===== config.mk =====
export PLATFORM = sky130hd
export DESIGN_NAME = ppio_core
export DESIGN_NICKNAME = d
export VERILOG_FILES = /design/src/ppio_pkg.sv /design/src/ppio_bus_if.sv /design/src/ppio_core.sv /design/src/ppio_bus_dec.sv
export SDC_FILE = /design/constraint.sdc
export NUM_CORES = 1
export LEC_CHECK = 0
export BUFFER_PORTS_ARGS = -buffer_cell sky130_fd_sc_hd__buf_2
export CAP_MARGIN = 20
export CORE_ASPECT_RATIO = 0.7
export CORE_MARGIN = 2
export CORE_UTILIZATION = 50
export CTS_CLUSTER_DIAMETER = 60
export DETAILED_ROUTE_END_ITERATION = 10
export PLACE_DENSITY = 0.83
export SYNTH_ARGS = -nofsm -noshare
export SYNTH_HDL_FRONTEND = slang
export SYNTH_SLANG_ARGS = --single-unit

===== constraint.sdc =====
create_clock -name mclk -period 3.3 [get_ports mclk]
set_input_delay 0.66 -clock mclk [delete_from_list [all_inputs] [get_ports mclk]]
set_output_delay 0.66 -clock mclk [all_outputs]
set_load 0.02 [all_outputs]

===== src/ppio_pkg.sv =====
/*
 * Shared constants and types for the programmable parallel I/O core.
 * Assumes an 8-bit CPU bus whose two port-select lines pick one of four
 * registers, and a single 100 MHz clock for the whole block.
 */
package ppio_pkg;

	// Register indices on the two port-select lines.
	localparam logic [1:0] OFF_PORT_A = 2'h0;
	localparam logic [1:0] OFF_PORT_B = 2'h1;
	localparam logic [1:0] OFF_PORT_C = 2'h2;
	localparam logic [1:0] OFF_CTRL   = 2'h3;

	// Values after reset.
	localparam logic [7:0] CTRL_RESET  = 8'h9B;
	localparam logic [7:0] LATCH_RESET = 8'h00;
	localparam logic [2:0] MASK_RESET  = 3'h0;
	localparam logic       IRQ_RESET   = 1'h0;

	// Control word fields for a mode definition.
	localparam int MODE_FLAG_BIT = 7;
	localparam int GA_MODE_HI    = 6;
	localparam int GA_MODE_LO    = 5;
	localparam int A_DIR_BIT     = 4;
	localparam int CU_DIR_BIT    = 3;
	localparam int GB_MODE_BIT   = 2;
	localparam int B_DIR_BIT     = 1;
	localparam int CL_DIR_BIT    = 0;

	// Control word fields for a single-bit set/reset command.
	localparam int BSR_SEL_HI  = 3;
	localparam int BSR_SEL_LO  = 1;
	localparam int BSR_VAL_BIT = 0;

	// Port C bit positions that steer the interrupt mask flip-flops.
	localparam logic [2:0] MASK_A_IN_POS  = 3'h4;
	localparam logic [2:0] MASK_A_OUT_POS = 3'h6;
	localparam logic [2:0] MASK_B_POS     = 3'h2;

	// Index of each mask flip-flop in the mask vector.
	localparam int MASK_A_IN  = 0;
	localparam int MASK_A_OUT = 1;
	localparam int MASK_B     = 2;

	// Operating modes of a group.
	typedef enum logic [1:0] {
		MODE_BASIC,
		MODE_STROBED,
		MODE_BIDIR
	} ppio_mode_t;

	// Group A mode from a control word.
	function automatic ppio_mode_t ppio_mode_a(input logic [7:0] cw);
		ppio_mode_t m;
		m = MODE_BASIC;
		if (cw[GA_MODE_HI]) begin
			m = MODE_BIDIR;
		end else if (cw[GA_MODE_LO]) begin
			m = MODE_STROBED;
		end
		return m;
	endfunction : ppio_mode_a

	// Group B mode from a control word.
	function automatic ppio_mode_t ppio_mode_b(input logic [7:0] cw);
		return cw[GB_MODE_BIT] ? MODE_STROBED : MODE_BASIC;
	endfunction : ppio_mode_b

endpackage : ppio_pkg


===== src/ppio_bus_if.sv =====
/*
 * Carrier between the CPU strobe decoder and the register core.
 * Assumes both ends run on the same clock.
 */
interface ppio_bus_if;
	logic       rd_active; // Read strobe qualified by chip select.
	logic       wr_pulse;  // One cycle at the start of a write.
	logic [1:0] sel;       // Register index.
	logic [7:0] wdata;     // Write data.

	modport dec (output rd_active, output wr_pulse, output sel,
		output wdata);
	modport core (input rd_active, input wr_pulse, input sel,
		input wdata);
endinterface : ppio_bus_if


===== src/ppio_core.sv =====
/*
 * Programmable parallel I/O core: three 8-bit ports, a control word,
 * port C single-bit set/reset and the interrupt mask flip-flops.
 * Assumes CPU strobes synchronous to mclk; handshake sequencing of the
 * strobed modes lives outside and arrives as request levels.
 */
module ppio_core (
	input  wire logic       mclk,                // System clock, 100 MHz.
	input  wire logic       resetn,              // Sync reset, active low.
	input  wire logic       cs_n,                // Chip select, active low.
	input  wire logic       rd_n,                // Read strobe, active low.
	input  wire logic       wr_n,                // Write strobe, active low.
	input  wire logic       port_select_lsb,     // Register index bit 0.
	input  wire logic       port_select_msb,     // Register index bit 1.
	input  wire logic [7:0] bus_lines_i,         // Data bus from the CPU.
	output logic      [7:0] bus_lines_o,         // Data bus to the CPU.
	output logic            bus_lines_oe_n,      // Bus drive, active low.
	input  wire logic [7:0] first_port_lines_i,  // Port A pin levels.
	output logic      [7:0] first_port_lines_o,  // Port A latch.
	output logic      [7:0] first_port_lines_oe_n, // Port A drive, low.
	input  wire logic [7:0] second_port_lines_i, // Port B pin levels.
	output logic      [7:0] second_port_lines_o, // Port B latch.
	output logic      [7:0] second_port_lines_oe_n, // Port B drive, low.
	input  wire logic [7:0] third_port_lines_i,  // Port C pin levels.
	output logic      [7:0] third_port_lines_o,  // Port C latch.
	output logic      [7:0] third_port_lines_oe_n, // Port C drive, low.
	input  wire logic       hs_req_a_in,         // Group A input request.
	input  wire logic       hs_req_a_out,        // Group A output request.
	input  wire logic       hs_req_b,            // Group B request.
	output logic            irq_a,               // Gated group A interrupt.
	output logic            irq_b,               // Gated group B interrupt.
	output logic      [2:0] irq_mask_ff          // Mask flip-flop states.
);
	import ppio_pkg::*;

	ppio_bus_if bus ();

	// Control word and output latches.
	logic [7:0] ctrl;
	logic [7:0] next_ctrl;
	logic [7:0] a_latch;
	logic [7:0] next_a_latch;
	logic [7:0] b_latch;
	logic [7:0] next_b_latch;
	logic [7:0] c_latch;
	logic [7:0] next_c_latch;
	logic [2:0] mask;
	logic [2:0] next_mask;
	// Read data and interrupt outputs.
	logic [7:0] rd_data;
	logic [7:0] next_rd_data;
	logic       irq_a_q;
	logic       next_irq_a;
	logic       irq_b_q;
	logic       next_irq_b;
	// Decoded configuration.
	ppio_mode_t mode_a;
	ppio_mode_t mode_b;
	logic       a_in;
	logic       b_in;
	logic       cu_in;
	logic       cl_in;
	logic       wr_ctrl;
	logic       mode_def;
	logic       bsr_cmd;
	logic [2:0] bsr_pos;

	// Strobe decoder.
	ppio_bus_dec u_dec (
		.mclk   (mclk),
		.resetn (resetn),
		.cs_n   (cs_n),
		.rd_n   (rd_n),
		.wr_n   (wr_n),
		.sel    ({port_select_msb, port_select_lsb}),
		.data   (bus_lines_i),
		.bus    (bus.dec)
	);

	// Configuration fields of the current control word; each group reads
	// only its own bits, so the two modes are independent.
	assign mode_a = ppio_mode_a(ctrl);
	assign mode_b = ppio_mode_b(ctrl);
	assign a_in   = ctrl[A_DIR_BIT];
	assign cu_in  = ctrl[CU_DIR_BIT];
	assign b_in   = ctrl[B_DIR_BIT];
	assign cl_in  = ctrl[CL_DIR_BIT];

	// Kind of control write: bit 7 splits mode definition from set/reset.
	assign wr_ctrl  = bus.wr_pulse && (bus.sel == OFF_CTRL);
	assign mode_def = wr_ctrl && bus.wdata[MODE_FLAG_BIT];
	assign bsr_cmd  = wr_ctrl && !bus.wdata[MODE_FLAG_BIT];
	assign bsr_pos  = bus.wdata[BSR_SEL_HI:BSR_SEL_LO];

	// Next control word: a mode definition takes effect from one write.
	always_comb begin
		next_ctrl = ctrl;
		if (mode_def) begin
			next_ctrl = bus.wdata;
		end
	end

	// Next port latches. A mode definition clears them all, which also
	// clears the handshake status levels that sit on port C.
	always_comb begin
		next_a_latch = a_latch;
		next_b_latch = b_latch;
		next_c_latch = c_latch;
		if (mode_def) begin
			next_a_latch = LATCH_RESET;
			next_b_latch = LATCH_RESET;
			next_c_latch = LATCH_RESET;
		end else if (bsr_cmd) begin
			// Any bit, whether data or handshake, as if it were output.
			next_c_latch[bsr_pos] = bus.wdata[BSR_VAL_BIT];
		end else if (bus.wr_pulse) begin
			case (bus.sel)
				OFF_PORT_A: next_a_latch = bus.wdata;
				OFF_PORT_B: next_b_latch = bus.wdata;
				OFF_PORT_C: next_c_latch = bus.wdata;
				default:    next_c_latch = c_latch;
			endcase
		end
	end

	// Next mask flip-flops: set/reset of the steering bit in a strobed or
	// bidirectional group, cleared by every mode definition.
	always_comb begin
		next_mask = mask;
		if (mode_def) begin
			next_mask = MASK_RESET;
		end else if (bsr_cmd) begin
			if (mode_a != MODE_BASIC && bsr_pos == MASK_A_IN_POS) begin
				next_mask[MASK_A_IN] = bus.wdata[BSR_VAL_BIT];
			end
			if (mode_a != MODE_BASIC && bsr_pos == MASK_A_OUT_POS) begin
				next_mask[MASK_A_OUT] = bus.wdata[BSR_VAL_BIT];
			end
			if (mode_b != MODE_BASIC && bsr_pos == MASK_B_POS) begin
				next_mask[MASK_B] = bus.wdata[BSR_VAL_BIT];
			end
		end
	end

	// Next read data. Input ports and all of port C show live pins; the
	// control word always reads with bit 7 set.
	always_comb begin
		case (bus.sel)
			OFF_PORT_A: next_rd_data = (a_in || mode_a == MODE_BIDIR) ?
				first_port_lines_i : a_latch;
			OFF_PORT_B: next_rd_data = b_in ?
				second_port_lines_i : b_latch;
			OFF_PORT_C: next_rd_data = third_port_lines_i;
			OFF_CTRL:   next_rd_data = ctrl | 8'h80;
			default:    next_rd_data = 8'h00;
		endcase
	end

	// Next interrupt outputs: each request passes through its mask while its group is not in basic mode.
	always_comb begin
		next_irq_a = (mode_a != MODE_BASIC) &&
			((mask[MASK_A_IN] && hs_req_a_in) ||
			(mask[MASK_A_OUT] && hs_req_a_out));
		next_irq_b = (mode_b != MODE_BASIC) &&
			mask[MASK_B] && hs_req_b;
	end

	// State registers; reset restores the all-input configuration.
	always_ff @(posedge mclk) begin
		if (!resetn) begin
			ctrl    <= CTRL_RESET;
			a_latch <= LATCH_RESET;
			b_latch <= LATCH_RESET;
			c_latch <= LATCH_RESET;
			mask    <= MASK_RESET;
			rd_data <= LATCH_RESET;
			irq_a_q <= IRQ_RESET;
			irq_b_q <= IRQ_RESET;
		end else begin
			ctrl    <= next_ctrl;
			a_latch <= next_a_latch;
			b_latch <= next_b_latch;
			c_latch <= next_c_latch;
			mask    <= next_mask;
			rd_data <= next_rd_data;
			irq_a_q <= next_irq_a;
			irq_b_q <= next_irq_b;
		end
	end

	// Data bus drive: only during a qualified read.
	assign bus_lines_o    = rd_data;
	assign bus_lines_oe_n = !bus.rd_active;

	// Port pins: latches drive whenever the direction bit says output.
	// Port A in bidirectional mode waits for handshake logic to drive it.
	assign first_port_lines_o  = a_latch;
	assign second_port_lines_o = b_latch;
	assign third_port_lines_o  = c_latch;
	assign first_port_lines_oe_n  =
		{8{a_in || mode_a == MODE_BIDIR}};
	assign second_port_lines_oe_n = {8{b_in}};
	assign third_port_lines_oe_n  = {{4{cu_in}}, {4{cl_in}}};

	assign irq_a       = irq_a_q;
	assign irq_b       = irq_b_q;
	assign irq_mask_ff = mask;
endmodule : ppio_core


===== src/ppio_bus_dec.sv =====
/*
 * Decoder of the CPU strobes for the parallel I/O core.
 * Assumes the strobes are synchronous to mclk and held for two cycles
 * or more; a write is taken in the first cycle the strobe is seen.
 */
module ppio_bus_dec (
	input  wire logic       mclk,       // System clock.
	input  wire logic       resetn,     // Synchronous reset, active low.
	input  wire logic       cs_n,       // Chip select, active low.
	input  wire logic       rd_n,       // Read strobe, active low.
	input  wire logic       wr_n,       // Write strobe, active low.
	input  wire logic [1:0] sel,        // Port-select lines.
	input  wire logic [7:0] data,       // Data bus input.
	ppio_bus_if.dec         bus         // Decoded access.
);
	import ppio_pkg::*;

	logic wr_seen;
	logic next_wr_seen;
	logic wr_active;

	// A write is only valid with read high; both low is no access.
	assign wr_active = !cs_n && !wr_n && rd_n;

	// Remember the strobe so that a long write loads once.
	always_comb begin
		next_wr_seen = wr_active;
	end

	always_ff @(posedge mclk) begin
		if (!resetn) begin
			wr_seen <= 1'h0;
		end else begin
			wr_seen <= next_wr_seen;
		end
	end

	// Decoded outputs toward the core.
	assign bus.rd_active = !cs_n && !rd_n && wr_n;
	assign bus.wr_pulse  = wr_active && !wr_seen;
	assign bus.sel       = sel;
	assign bus.wdata     = data;

endmodule : ppio_bus_dec


# Word level (Yosys, flattened, before mapping)
# Index checks and enable logic that the tools add are counted.
# op_classes
n_lt_le_gt_ge	2
n_reduce_logical	37
div_mod_pow	0
eq_ne	7
n_addsub	0
bitwise_logic	2
mul	0
mux	12
n_shift	0
# ops
operator	n
$mux W8	5
$pmux W8 S4	1
$logic_and A1 B1 Y1	17
$bwmux W8	1
$reduce_and A2 Y1	4
$reduce_bool A2 Y1	4
$eq A2 B2 Y1 const B	3
$eq A3 B3 Y1 const B	2
$logic_not A1 Y1	6
$reduce_and A3 Y1	2
$lt A3 B4 Y1 const B	1
$demux W1 S3	1
$eq A3 B2 Y1 const B	1
$ge A3 B1 Y1 const B	1
$mux W1	3
$eq A2 B1 Y1 const B	1
$logic_not A2 Y1	1
$logic_or A1 B1 Y1	2
$mux W2	1
$not A1 Y1	2
$reduce_or A2 Y1	1
# word_totals
latch_bits	0
inputBits	42
mem_count	0
register_bits	45
mem_bits_ro	0
ram_bits	0
elab_cells	71
out_inout_bits	62

# Logic depth before layout (Yosys ltp)
# logic_depth
word_depth	8
mapped_depth	5
mapped_depth_nobuf	4

# By module
# From an unflattened synthesis, not the netlist that was laid out.
# unflattened
hier_cells	281
hier_area_um2	2580.0
# modules_own_cells
module	instances	cells_per_inst	seq_area_each_um2	area_each_um2
ppio_core	1	267	880.8	2449.8
ppio_bus_dec	1	14	20.0	130.1

# Worst setup path before layout
# Ideal clock, no wire load.
# synth_timing
kind	input to register
start	input port cs_n
end	register mask[2], in the netlist irq_mask_ff[2]
slack_ns	1.499
stages	5
setup_ns	0.117
path_buffers	1
required_ns	3.183
arrival_time_ns	1.684
cell_sequence	nor4b_4 nand4_4 nand2_1 buf_2 nor2_1
# synth_via
elab_chain_len	7
word_cells_on_any_way	9
cone_classes	reduce/logical (9)
# synth_rtl
element	line	source
from (decl)	ppio_core.sv:10	input wire logic cs_n,
$logic_not A1 Y1 (*)	ppio_bus_dec.sv:23	assign wr_active = !cs_n && !wr_n && rd_n;
$logic_and A1 B1 Y1 (*) (2 in series)	ppio_bus_dec.sv:23	
$logic_and A1 B1 Y1 (*)	ppio_bus_dec.sv:40	assign bus.wr_pulse = wr_active && !wr_seen;
$logic_and A1 B1 Y1 (*)	ppio_core.sv:90	assign wr_ctrl = bus.wr_pulse && (bus.sel == OFF_CTRL);
$logic_and A1 B1 Y1 (on tied branches)	ppio_core.sv:92, ppio_core.sv:91	
$reduce_and A2 Y1 (no line) or $reduce_or A2 Y1 (tied branches)	-	
to (signal assigned)	ppio_core.sv:184	mask <= next_mask;
to (decl)	ppio_core.sv:47	logic [2:0] mask;
# Mark *: on every way between the ends. The rest lies on a longest branch, timed or not.
# A chain may end at the register's enable or synchronous reset.

# Final worst setup path
# layout_timing
start	input port cs_n
end	register c_latch[5], in the netlist third_port_lines_o[5]
# layout_via
elab_chain_len	8
word_cells_on_any_way	12
cone_classes	mux (1); reduce/logical (11)
# layout_rtl
element	line	source
$logic_not A1 Y1 (*)	ppio_bus_dec.sv:23	
$logic_and A1 B1 Y1 (*) (2 in series)	ppio_bus_dec.sv:23	
$logic_and A1 B1 Y1 (*)	ppio_bus_dec.sv:40	
$logic_and A1 B1 Y1	ppio_core.sv:90	
$logic_and A1 B1 Y1	ppio_core.sv:92	assign bsr_cmd = wr_ctrl && !bus.wdata[MODE_FLAG_BIT];
$reduce_bool A2 Y1 (no line)	-	
$reduce_and A2 Y1 (no line)	-	
to (signal assigned)	ppio_core.sv:183	c_latch <= next_c_latch;
to (decl)	ppio_core.sv:45	logic [7:0] c_latch;
# Marks and branches as above.

==> flow_metrics.tcl <==
set metrics [dict create \
    grt_overflow 0 \
    seq_power_share 0.527 \
    syn_avg_cell_area_um2 8.34 \
    status "finished, final reports clean" \
    powerDensity_nw_per_um2 382 \
    rsz0062_at_grt "no" \
    numClockSinks 45 \
    worst_slew_pin_slew_ns 0.734 \
    area_growth_pct 18.2 \
    start_kind "input pin" \
    p_clk_frac 0.319 \
    diodes 0 \
    htreeDepth 2 \
    drcViolationCount 0 \
    switchingPower_w 0.000299 \
    dr.pass1.iters 5 \
    clock-skew-final_ns 0.00720 \
    fp.dieW_um 86.1 \
    fin_crit_sh 0.642 \
    ys_seq_elements 45 \
    tns_ns 0 \
    num_rows 20 \
    cts_buffer_depth 2 \
    cts_tree "built" \
    dieArea_um2 5290 \
    postCtsHoldBufs 0 \
    clock_latency_ns 0.31 \
    met2_usage 0.381 \
    min-delay-path-class "reg -> reg" \
    drv_cap 0 \
    vias 2362 \
    vias_per_cell 5.78 \
    core_um2 4430 \
    grt_pass1_wl_um 10000 \
    ctsResizeCount 0 \
    worstHoldEndpoint "second_port_lines_o[3]" \
    post_cts_buffers 0 \
    cp_max_fo 24 \
    place.gp.congestion 0.869 \
    internal_power_w 0.000765 \
    clk_pin_slew_worst_paths_ns 0.08 \
    synth_cell_type_count 37 \
    wl_um 6520 \
    rrSetupSlack_ns 1.39 \
    worstHoldPathCells 2 \
    p_leak_nw 1.26 \
    met3_usage 0.0456 \
    antenna_found_initial 0 \
    final_nets 395 \
    ys_warn_count 0 \
    ir_worst_vdd_mv 0.239 \
    path_class "in -> reg" \
    drt-initial-drc-count 283 \
    p_total_w 0.00106 \
    finalSetupViolations 0 \
    ios 104 \
    cts-root-buf "clkbuf_8" \
    rr_startpoint "u_dec.wr_seen" \
    fin_crit_ns 2.12 \
    die_h_um 61.5 \
    max_freq_mhz 472 \
    start_util 0.533 \
    crit_required_ns 3.52 \
    hold_violations 0 \
    portBuffers 103 \
    endpoint_kind "flop" \
    ant_nets 0 \
    slew_viol_final 0 \
    worst_r2r_endpoint "third_port_lines_o[5]" \
    synth_fp_nets 325 \
    synth_flop_cell "dfxtp_1" \
    drt-wirelength-per-cell_um 15.9 \
    relSlewSlack 0.509 \
    comb_power_share 0.154 \
    ys_seq_area_frac 0.382 \
    utilization 0.630 \
    synthCells 283 \
    final_layout_size_suffix_gt1_frac 0.350 \
    busiest_layer "met2" \
    grt_pass1_vias 2022 \
    startpoint "cs_n" \
    grt_max_degree 33 \
    numCtsBuffers 5 \
    r2r_cells 5 \
    synth-edff-count 0 \
    grtUsageTotal 0.250 \
    grt_use_met1 0.359 \
    switching_share 0.281 \
    min_from "second_port_lines_o[3]" \
    synthArstFlopShare 0 \
    cp.arrival_ns 2.33 \
    dp_hpwl_um 4570 \
    netlist_area_um2 2360 \
]
==> cell type report <==
type	count	area, um^2
clock buffers	7	76.3
inverters	4	15.0
flip-flops and latches	45	901
clock inverters	1	7.51
well taps	55	68.8
repair buffers	105	531
multi-input cells	192	1190
fillers	374	1640
==> metal layers <==
| layer | vias up | share of wire |
|---|---|---|
| met3 | 14 | 0.098 |
| met5 | - | 0 |
| li1 | 1116 | - |
| met4 | 0 | 0.019 |
| met1 | 1082 | 0.46 |
| met2 | 150 | 0.42 |
==> state kept, by name, summed over array words and instances, names as in the netlist <==
register and flops:
first_port_lines_o 8, irq_b 1, irq_a 1, second_port_lines_o 8
u_dec.wr_seen 1, bus_lines_o 8, ctrl 7, third_port_lines_o 8
irq_mask_ff 3
==> cells by family after synthesis <==
family / after synthesis / synth area share
compound gates: 68 / 0.165
buf+inv: 46 / 0.114
flops: 45 / 0.382
mux: 29 / 0.127
simple gates: 95 / 0.212
==> per-stage QoR <==
step	instances	area (um^2)	hold WS, ns	setup WS [ns]
finish	409	2790	0.476	1.18
global route	409	2790	0.499	1.08
CTS	409	2790	0.478	1.16
detailed placement	401	2710	0.461	0.906
global placement	401	2710	0.459	0.987
floorplan	283	2360	0.487	1.50
==> layout by cell type (no fill, tap or decap) <==
cell          n
clkinvlp_4    1
nor4b_1       1
nand4_4       1
mux2_2        8
o41ai_1       2
and4_1        1
nor3_1        7
dfxtp_1      45
nor2_2        1
nand2b_1      7
nor4b_4       1
a211oi_1      1
or3b_2        1
a21oi_1      32
nand4_1       2
clkbuf_1      2
nand3_1      19
buf_2       103
mux2i_1      21
buf_4         2
or2_2         1
o21ai_0      21
o211ai_1      1
inv_1         4
a22oi_1       1
nand2_1      30
nand4b_1      1
nor4bb_1      1
a311oi_1      2
clkbuf_8      5
a31oi_1       1
o22a_1        1
nor2_1       14
nand3b_1      1
or3_1         1
and2_1        1
nor2b_1       4
a221oi_1      6
==> Yosys cell counts, types with 2 or more instances <==
master    number  share of area
nand4_1        2         0.0053
nand3_1       19          0.040
a221oi_1       6          0.022
buf_4         24          0.076
a311oi_1       2         0.0074
nor2b_1        4          0.011
a21oi_1       32          0.068
nand2b_1       7          0.019
nor2_1        14          0.022
nand2_1       30          0.048
mux2i_1       21          0.089
dfxtp_1       45           0.38
inv_1          4         0.0064
o41ai_1        2         0.0074
nor3_1         7          0.015
clkbuf_1      11          0.017
o21ai_0       21          0.045
buf_2          5          0.011
mux2_2         8          0.038
buf_1          2         0.0032
==> power groups by stage <==
stage                     Combinational (W)  Sequential [W]  Clock, W
final                              0.000164        0.000561  0.000339
after detailed placement           0.000161        0.000574         0
after global placement             0.000159        0.000574         0
after global routing               0.000176        0.000563  0.000361
after CTS                          0.000161        0.000562  0.000347
after floorplan                   0.0000840        0.000589         0
==> worst max-delay path: stages <==
cell	delay (ns)
buf_2	0.12
nor4b_4	0.36
buf_4	0.33
and2_1	0.43
a21oi_1	0.14
a311oi_1	0.28
==> worst max-delay path by stage <==
stage                                     endpoint  slack (ns)  depth (start not counted)
after floorplan                     irq_mask_ff[2]        1.50                          5
after global placement              irq_mask_ff[1]        0.99                          5
after detailed placement     third_port_lines_o[5]        0.91                          6
after CTS                 first_port_lines_oe_n[5]        1.16                          3
after global routing        second_port_lines_o[6]        1.08                          4
final                        third_port_lines_o[5]        1.18                          6
No activity file was read; power rests on OpenSTA's default activity.
